===== src/hw/cisr_pkg.sv =====
package cisr_pkg;

  localparam logic [7:0] CISR_OFF_INT_STATUS_MASK = 8'h0c;
  localparam logic [7:0] CISR_OFF_SOFT_RESET      = 8'h0d;
  localparam logic [7:0] CISR_OFF_GENERIC_DECODE  = 8'h0e;
  localparam logic [7:0] CISR_OFF_PAGE_SELECT     = 8'h0f;
  localparam logic [7:0] CISR_OFF_PIN_CONFIG      = 8'h09;
  localparam logic [7:0] CISR_OFF_DIVIDER         = 8'h0a;
  localparam logic [7:0] CISR_OFF_CONFIG_OPTIONS  = 8'hf8;
  localparam logic [7:0] CISR_OFF_CONFIG_STATUS   = 8'hfa;

  localparam int CISR_BIT_UART_INT   = 4;
  localparam int CISR_BIT_MASK_PIN1  = 3;
  localparam int CISR_BIT_MASK_PIN0  = 2;
  localparam int CISR_BIT_STATE_PIN1 = 1;
  localparam int CISR_BIT_STATE_PIN0 = 0;
  localparam int CISR_BIT_UART_RST   = 1;
  localparam int CISR_BIT_BUS_RST    = 0;
  localparam int CISR_BIT_GENERIC_EN = 0;
  localparam int CISR_BIT_PAGE       = 0;
  localparam int CISR_BIT_CARD_RST   = 7;
  localparam int CISR_BIT_LEVEL_IRQ  = 6;
  localparam int CISR_BIT_INTR       = 1;
  localparam int CISR_GEN_ADDR_BITS  = 3;

  localparam logic [2:0] CISR_RST_PULSE_DIV  = 3'h5;
  localparam logic [2:0] CISR_RST_UART_DIV   = 3'h0;
  localparam logic [3:0] CISR_RST_PIN_CONFIG = 4'h0;
  localparam logic [1:0] CISR_RST_MASK       = 2'h0;
  localparam logic [1:0] CISR_RST_SOFT       = 2'h0;
  localparam logic [7:0] CISR_RST_OPTIONS    = 8'h00;
  localparam logic       CISR_RST_PAGE       = 1'b0;

  // Pulse divider counts clk cycles; one divided period is 2^code cycles.
  localparam int CISR_DIV_CNT_W = 8;

  typedef struct packed {
    logic       wr;
    logic       rd;
    logic [7:0] addr;
    logic [7:0] wdata;
  } cisr_host_req_t;

  typedef struct packed {
    logic       wr;
    logic [7:0] addr;
    logic [7:0] wdata;
  } cisr_eeprom_req_t;

  typedef enum logic [1:0] {
    CISR_IRQ_IDLE  = 2'b00,
    CISR_IRQ_WAIT  = 2'b01,
    CISR_IRQ_PULSE = 2'b10,
    CISR_IRQ_HOLD  = 2'b11
  } cisr_irq_state_t;

endpackage : cisr_pkg


===== src/hw/cisr_card_irq.sv =====
`timescale 1ns/10ps
`default_nettype none
module cisr_card_irq
  import cisr_pkg::*;
(
  input  wire logic             clk,
  input  wire logic             rstn,
  input  wire cisr_host_req_t   host_req,
  output logic [7:0]            host_rdata,
  input  wire cisr_eeprom_req_t ee_req,
  input  wire logic             uart_irq,
  input  wire logic [1:0]       multipurpose_pin,
  input  wire logic             mode_pin,
  output logic                  uart_rst,
  output logic                  local_bus_rst,
  output logic                  card_rst,
  output logic                  generic_mode,
  output logic                  config_overlay,
  output logic [7:0]            uart_addr_mask,
  output logic                  irq_n
);

  logic [1:0]      pin_s1;
  logic [1:0]      pin_s2;
  logic            mode_s1;
  logic            mode_s2;
  logic            uart_s1;
  logic            uart_s2;
  logic [1:0]      int_mask;
  logic [1:0]      next_int_mask;
  logic [1:0]      soft_rst;
  logic [1:0]      next_soft_rst;
  logic            generic_en;
  logic            next_generic_en;
  logic            overlay;
  logic            next_overlay;
  logic [3:0]      pin_config;
  logic [3:0]      next_pin_config;
  logic [2:0]      uart_div;
  logic [2:0]      next_uart_div;
  logic [2:0]      pulse_div;
  logic [2:0]      next_pulse_div;
  logic [7:0]      options;
  logic [7:0]      next_options;
  logic [1:0]      pin_state;
  logic            irq_any;
  logic            level_mode;
  logic [CISR_DIV_CNT_W-1:0] div_cnt;
  logic [CISR_DIV_CNT_W-1:0] next_div_cnt;
  logic            div_tick;
  cisr_irq_state_t irq_state;
  cisr_irq_state_t next_irq_state;
  logic            pulse_out;
  logic            next_pulse_out;
  logic [7:0]      next_rdata;

  function automatic logic host_wr_to(input cisr_host_req_t r, input logic [7:0] off);
    host_wr_to = r.wr && (r.addr == off);
  endfunction : host_wr_to

  function automatic logic ee_wr_to(input cisr_eeprom_req_t r, input logic [7:0] off);
    ee_wr_to = r.wr && (r.addr == off);
  endfunction : ee_wr_to

  // Low prescaler bits that must all be set for one divided clock edge.
  function automatic logic [CISR_DIV_CNT_W-1:0] div_mask(input logic [2:0] code);
    div_mask = (8'h01 << code) - 8'h01;
  endfunction : div_mask

  // Only the two input configurations carry a polarity; an output code keeps the raw level.
  function automatic logic pin_polarity(input logic [1:0] cfg, input logic lvl);
    pin_polarity = (cfg == 2'h1) ? ~lvl : lvl;
  endfunction : pin_polarity

  // Pins, mode strap and the asynchronous UART interrupt all come from outside this domain.
  always_ff @(posedge clk or negedge rstn) begin
    if (!rstn) begin
      pin_s1  <= 2'h0;
      pin_s2  <= 2'h0;
      mode_s1 <= 1'b0;
      mode_s2 <= 1'b0;
      uart_s1 <= 1'b0;
      uart_s2 <= 1'b0;
    end else begin
      pin_s1  <= multipurpose_pin;
      pin_s2  <= pin_s1;
      mode_s1 <= mode_pin;
      mode_s2 <= mode_s1;
      uart_s1 <= uart_irq;
      uart_s2 <= uart_s1;
    end
  end

  assign pin_state[1] = pin_polarity(pin_config[3:2], pin_s2[1]);
  assign pin_state[0] = pin_polarity(pin_config[1:0], pin_s2[0]);

  // Three sources only, each pin gated by its own mask bit.
  assign irq_any = uart_s2
                 | (pin_state[1] & int_mask[1])
                 | (pin_state[0] & int_mask[0]);

  assign level_mode = options[CISR_BIT_LEVEL_IRQ];

  always_comb begin
    next_int_mask   = int_mask;
    next_soft_rst   = soft_rst;
    next_generic_en = generic_en;
    next_overlay    = overlay;
    next_pin_config = pin_config;
    next_uart_div   = uart_div;
    next_pulse_div  = pulse_div;
    next_options    = options;
    // EEPROM loads first so that a simultaneous host write takes precedence.
    if (ee_wr_to(ee_req, CISR_OFF_INT_STATUS_MASK)) begin
      next_int_mask = ee_req.wdata[CISR_BIT_MASK_PIN1:CISR_BIT_MASK_PIN0];
    end
    if (ee_wr_to(ee_req, CISR_OFF_SOFT_RESET)) begin
      next_soft_rst = ee_req.wdata[CISR_BIT_UART_RST:CISR_BIT_BUS_RST];
    end
    if (ee_wr_to(ee_req, CISR_OFF_GENERIC_DECODE)) begin
      next_generic_en = ee_req.wdata[CISR_BIT_GENERIC_EN];
    end
    if (ee_wr_to(ee_req, CISR_OFF_PIN_CONFIG)) begin
      next_pin_config = ee_req.wdata[3:0];
    end
    if (ee_wr_to(ee_req, CISR_OFF_DIVIDER)) begin
      next_uart_div  = ee_req.wdata[5:3];
      next_pulse_div = ee_req.wdata[2:0];
    end
    if (host_wr_to(host_req, CISR_OFF_INT_STATUS_MASK)) begin
      next_int_mask = host_req.wdata[CISR_BIT_MASK_PIN1:CISR_BIT_MASK_PIN0];
    end
    if (host_wr_to(host_req, CISR_OFF_SOFT_RESET)) begin
      next_soft_rst = host_req.wdata[CISR_BIT_UART_RST:CISR_BIT_BUS_RST];
    end
    if (host_wr_to(host_req, CISR_OFF_PIN_CONFIG)) begin
      next_pin_config = host_req.wdata[3:0];
    end
    if (host_wr_to(host_req, CISR_OFF_DIVIDER)) begin
      next_uart_div  = host_req.wdata[5:3];
      next_pulse_div = host_req.wdata[2:0];
    end
    if (host_wr_to(host_req, CISR_OFF_CONFIG_OPTIONS)) begin
      next_options = host_req.wdata;
    end
    // While generic decode is on, writing 1 to the page bit enters the overlay; writing 0 leaves it.
    if (generic_en && host_wr_to(host_req, CISR_OFF_PAGE_SELECT)) begin
      next_overlay = host_req.wdata[CISR_BIT_PAGE];
    end
    if (!generic_en) begin
      next_overlay = CISR_RST_PAGE;
    end
  end

  // The card-wide soft reset clears local state except the options register, whose bits it never clears.
  always_ff @(posedge clk or negedge rstn) begin
    if (!rstn) begin
      int_mask   <= CISR_RST_MASK;
      soft_rst   <= CISR_RST_SOFT;
      generic_en <= 1'b0;
      overlay    <= CISR_RST_PAGE;
      pin_config <= CISR_RST_PIN_CONFIG;
      uart_div   <= CISR_RST_UART_DIV;
      pulse_div  <= CISR_RST_PULSE_DIV;
      options    <= CISR_RST_OPTIONS;
    end else if (options[CISR_BIT_CARD_RST]) begin
      int_mask   <= CISR_RST_MASK;
      soft_rst   <= CISR_RST_SOFT;
      generic_en <= 1'b0;
      overlay    <= CISR_RST_PAGE;
      pin_config <= CISR_RST_PIN_CONFIG;
      uart_div   <= CISR_RST_UART_DIV;
      pulse_div  <= CISR_RST_PULSE_DIV;
      options    <= next_options & {1'b1, 7'h7f};
    end else begin
      int_mask   <= next_int_mask;
      soft_rst   <= next_soft_rst;
      generic_en <= next_generic_en;
      overlay    <= next_overlay;
      pin_config <= next_pin_config;
      uart_div   <= next_uart_div;
      pulse_div  <= next_pulse_div;
      options    <= next_options;
    end
  end

  // Prescaler for the pulse width: a tick every 2^code clk cycles, so code 0 ticks every cycle.
  always_comb begin
    next_div_cnt = div_cnt + 8'h01;
    div_tick     = (div_cnt & div_mask(pulse_div)) == div_mask(pulse_div);
    if (div_tick) begin
      next_div_cnt = 8'h00;
    end
  end

  always_ff @(posedge clk or negedge rstn) begin
    if (!rstn) begin
      div_cnt <= 8'h00;
    end else begin
      div_cnt <= next_div_cnt;
    end
  end

  // Pulse request: wait for a divided clock boundary, pulse for one divided period,
  // then hold until all sources go quiet so one request gives one pulse.
  always_comb begin
    next_irq_state = irq_state;
    next_pulse_out = pulse_out;
    unique case (irq_state)
      CISR_IRQ_IDLE: begin
        if (irq_any && !level_mode) begin
          next_irq_state = CISR_IRQ_WAIT;
        end
      end
      CISR_IRQ_WAIT: begin
        if (div_tick) begin
          next_irq_state = CISR_IRQ_PULSE;
          next_pulse_out = 1'b1;
        end
      end
      CISR_IRQ_PULSE: begin
        if (div_tick) begin
          next_irq_state = CISR_IRQ_HOLD;
          next_pulse_out = 1'b0;
        end
      end
      CISR_IRQ_HOLD: begin
        if (!irq_any) begin
          next_irq_state = CISR_IRQ_IDLE;
        end
      end
    endcase
    if (level_mode) begin
      next_irq_state = CISR_IRQ_IDLE;
      next_pulse_out = 1'b0;
    end
  end

  always_ff @(posedge clk or negedge rstn) begin
    if (!rstn) begin
      irq_state <= CISR_IRQ_IDLE;
      pulse_out <= 1'b0;
    end else begin
      irq_state <= next_irq_state;
      pulse_out <= next_pulse_out;
    end
  end

  always_comb begin
    next_rdata = 8'h00;
    if (host_req.rd) begin
      unique case (host_req.addr)
        CISR_OFF_INT_STATUS_MASK: begin
          next_rdata[CISR_BIT_UART_INT]   = uart_s2;
          next_rdata[CISR_BIT_MASK_PIN1]  = int_mask[1];
          next_rdata[CISR_BIT_MASK_PIN0]  = int_mask[0];
          next_rdata[CISR_BIT_STATE_PIN1] = pin_state[1];
          next_rdata[CISR_BIT_STATE_PIN0] = pin_state[0];
        end
        CISR_OFF_SOFT_RESET:     next_rdata[1:0] = soft_rst;
        CISR_OFF_GENERIC_DECODE: next_rdata[CISR_BIT_GENERIC_EN] = generic_en;
        CISR_OFF_PIN_CONFIG:     next_rdata[3:0] = pin_config;
        CISR_OFF_DIVIDER:        next_rdata[5:0] = {uart_div, pulse_div};
        CISR_OFF_CONFIG_OPTIONS: next_rdata = options;
        CISR_OFF_CONFIG_STATUS:  next_rdata[CISR_BIT_INTR] = irq_any;
        default:                 next_rdata = 8'h00;
      endcase
    end
  end

  always_ff @(posedge clk or negedge rstn) begin
    if (!rstn) begin
      host_rdata <= 8'h00;
    end else begin
      host_rdata <= next_rdata;
    end
  end

  assign uart_rst       = soft_rst[CISR_BIT_UART_RST] | options[CISR_BIT_CARD_RST];
  assign local_bus_rst  = (soft_rst[CISR_BIT_BUS_RST] & mode_s2)
                        | options[CISR_BIT_CARD_RST];
  assign card_rst       = options[CISR_BIT_CARD_RST];
  assign generic_mode   = generic_en;
  assign config_overlay = overlay;
  assign uart_addr_mask = generic_en ? 8'h07 : 8'hff;
  assign irq_n          = level_mode ? ~irq_any : ~pulse_out;

endmodule : cisr_card_irq
`default_nettype wire


===== config.mk =====
export PLATFORM = sky130hd
export DESIGN_NAME = cisr_card_irq
export DESIGN_NICKNAME = d
export VERILOG_FILES = /design/src/hw/cisr_pkg.sv /design/src/hw/cisr_card_irq.sv
export SDC_FILE = /design/constraint.sdc
export NUM_CORES = 1
export LEC_CHECK = 0
export BUFFER_PORTS_ARGS = -buffer_cell sky130_fd_sc_hd__buf_2
export CORE_MARGIN = 5
export CORE_UTILIZATION = 42
export CTS_CLUSTER_SIZE = 10
export DETAILED_ROUTE_END_ITERATION = 10
export GPL_TIMING_DRIVEN = 0
export SLEW_MARGIN = 20
export SYNTH_ARGS = -nofsm -noshare
export SYNTH_HDL_FRONTEND = slang
export SYNTH_SLANG_ARGS = --single-unit

===== constraint.sdc =====
create_clock -name clk -period 5.3 [get_ports clk]
set_input_delay 1.59 -clock clk [delete_from_list [all_inputs] [get_ports clk]]
set_output_delay 1.59 -clock clk [all_outputs]
set_load 0.02 [all_outputs]

==> impl_metrics.py <==
metrics = {
    "drt": {
        "routedWlPerCell_um": 15.16,
        "routed_wl_mm": 6.398,
        "dr.pass1.iters": 4,
        "ant_nets": 0,
        "post-route-drc-count": 0,
        "via_count": 2233,
        "avgViaCountPerCell": 5.291,
        "drt_iter0_drc": 132,
    },
    "synthesis": {
        "yosysSeqAreaShare": 0.4605,
        "synth_cell_types": 56,
        "ys_warn_count": 0,
        "synth_edf_count": 0,
        "synth.top_cell.area_share": 0.4412,
        "synth.largest_area_cell": "dfrtp_1",
        "synth_area_leaders": "dfrtp_1 (44%), nor2_1 (4.4%), mux2_2 (3.7%)",
        "async_flop_share": 1.000,
        "ys_seq_elements": 50,
        "syn_area_per_cell_sq_um": 9.758,
        "synthFlopType": "dfrtp_1",
        "synthCells": 279,
        "syn-cell-area_sq_mm": 0.002723,
    },
    "floorplan": {
        "initial_core_util": 0.4312,
        "core_area_sq_mm": 0.006314,
        "boundaryPins": 63,
        "dieArea_sq_mm": 0.008193,
        "rows": 29,
        "die-width_um": 90.52,
        "die_y_um": 90.52,
    },
    "power_and_ir_drop": {
        "p_switching_w": 0.0004359,
        "power.share.combinational": 0.349,
        "p_total_w": 0.001249,
        "irDropWorstVdd_mv": 0.1738,
        "intPower_w": 0.0008134,
        "p_leak_nw": 1.508,
        "power_density_mw_per_mm2": 388.2,
        "power.share.switching": 0.3489,
        "sequentialPowerShare": 0.437,
        "p_clk_frac": 0.214,
    },
    "timing": {
        "slew_headroom": 0.5065,
        "finalHoldViolations": 0,
        "setup_viol": 0,
        "min_period_ps": 3615,
        "tns_ps": 0,
        "worst_pin_slew_ps": 736.3,
        "maxSlewViolCount": 0,
        "max_freq_mhz": 276.6,
        "rsz0062_at_grt": "false",
        "period_share": 0.6820,
        "skew_ps": 3.596,
    },
    "clocking": {
        "post-cts-setup-buffer-count": 0,
        "cts_tree": "built",
        "ctsHoldBuffers": 0,
        "clkSinkCount": 50,
        "clock_path_buffers": 2,
        "post_cts_resized": 0,
        "cts_root_buf": "clkbuf_8",
        "clk_pin_slew_ps": 90,
        "clk_latency_ps": 310,
        "cts_buffers": 5,
        "ctsHtreeMaxLevel": 2,
    },
    "min_path": {
        "hold_path_class": "reg -> reg",
    },
    "final_layout": {
        "final_cell_mix": "buf_2 (55), dfrtp_1 (48), nor2_1 (32)",
        "area_growth_pct": 18.20,
        "num_antenna_cells": 0,
        "n_fill_cell": 620,
        "nets": 391,
        "drive_above_1_share": 0.2754,
        "layout_commonest_cell": "buf_2",
    },
    "setup_path": {
        "required_ps": 3710,
        "cp_max_fo": 3,
        "critPathKind": "reg -> out",
        "end_kind": "output port",
        "start_kind": "flip-flop",
        "cp.arrival_ps": 2020,
    },
    "global_routing": {
        "grt_pass1_wl_mm": 10.65,
        "overflow": 0,
        "antenna_found_initial": 0,
        "grt_util_all_layers": 0.1588,
        "grt_max_degree": 51,
        "grt_pass1_vias": 2156,
    },
    "outcome": {
        "status": "completed",
    },
    "placed_design": {
        "dp_hpwl_mm": 4.995,
        "gp_congestion": 0.8195,
        "numPortBuffers": 56,
    },
    "job": {
        "maxCapViolCount": 0,
    },
}
## critical path: stages (launching register included)
cell and delay [ps]:
dfrtp_1 420, nand2b_1 180, xnor2_1 150, a221oi_1 600, nand2_1 110, o21ai_0 80
buf_2 180
## cell usage after synthesis (7+ instances only)
cell type	number
dfrtp_1	48
clkbuf_1	7
buf_4	7
nor2b_1	9
a21oi_1	10
a22oi_1	13
inv_1	7
nor2_1	32
o21ai_0	19
mux2_2	9
nand2_1	23
## through the flow
| step | std cells | hold WS [ps] | cell area (sq um) | setup slack (ps) | utilization |
|---|---|---|---|---|---|
| after CTS | 422 | 356.5 | 3218 | 1673 | 0.5097 |
| after floorplan | 281 | 331.2 | 2730 | 2312 | - |
| final | 422 | 353.8 | 3218 | 1685 | 0.5097 |
| after global placement | 414 | 332.1 | 3107 | 1693 | 0.4921 |
| after detailed placement | 414 | 334.7 | 3109 | 1746 | 0.4925 |
| after global routing | 422 | 358.6 | 3218 | 1584 | 0.5097 |
## worst paths after layout
kind	from	endpoint	slack, ps	cells past startpoint
hold / removal	pin_s1[0]	pin_s2[0]	350	0
setup / recovery	pin_config[3]	irq_n	1690	6
max in group asynchronous	rstn	div_cnt[5]	3590	1
hold reg to reg	pin_s1[0]	pin_s2[0]	350	0
min in group asynchronous	rstn	options[4]	1290	1
setup reg to reg	pulse_div[2]	irq_state[1]	2710	10
## layout make-up
cell class,count,area [sq um],area share
clock inverters,3,40.04,0.01244
repair buffers,56,282.8,0.08787
plain buffers,17,97.59,0.03033
multi-input cells,207,1353,0.4203
well taps,77,96.34,0.02994
flip-flops and latches,50,1254,0.3896
clock buffers,5,68.82,0.02138
inverters,7,26.28,0.008165
## sequential cells by signal, indices dropped and copies added (netlist names), 2 cells and up
register    cells
div_cnt         7
host_rdata      8
int_mask        2
irq_state       2
options         8
pin_config      4
pin_s1          2
pin_s2          2
pulse_div       3
soft_rst        2
uart_div        3
## kinds of logic (layout without fill, tap and decap cells)
group,Yosys count,in the layout,synth area share
adder cells (fa/ha/maj),6,6,0.02757
AO/OA/AOI/OAI,68,68,0.1677
other,1,3,0.001377
multiplexers,15,15,0.05928
AND/OR/NAND/NOR,107,107,0.2123
buffers and inverters,24,88,0.04550
XOR/XNOR,8,8,0.02574
flip-flops,50,50,0.4605
## layer usage
layer / vias to the layer above / GRT usage / wire, um
li1: 1113 / - / -
met1: 1053 / 0.2269 / 3093
met2: 59 / 0.2379 / 2864
met3: 8 / 0.03167 / 342
met4: 0 / 0.05583 / 98
met5: - / 0 / 0
## power by group through the flow
| stage | Clock (W) | Combinational (W) | Sequential (W) |
|---|---|---|---|
| 3_5_place_dp | 0 | 0.000439 | 0.000554 |
| 3_3_place_gp | 0 | 0.000424 | 0.000552 |
| 4_1_cts | 0.000276 | 0.000441 | 0.000546 |
| 5_1_grt | 0.000288 | 0.000486 | 0.000560 |
| 6_report | 0.000268 | 0.000436 | 0.000545 |
| 2_1_floorplan | 0 | 0.000337 | 0.000532 |
(Power assumes the default switching activity.)
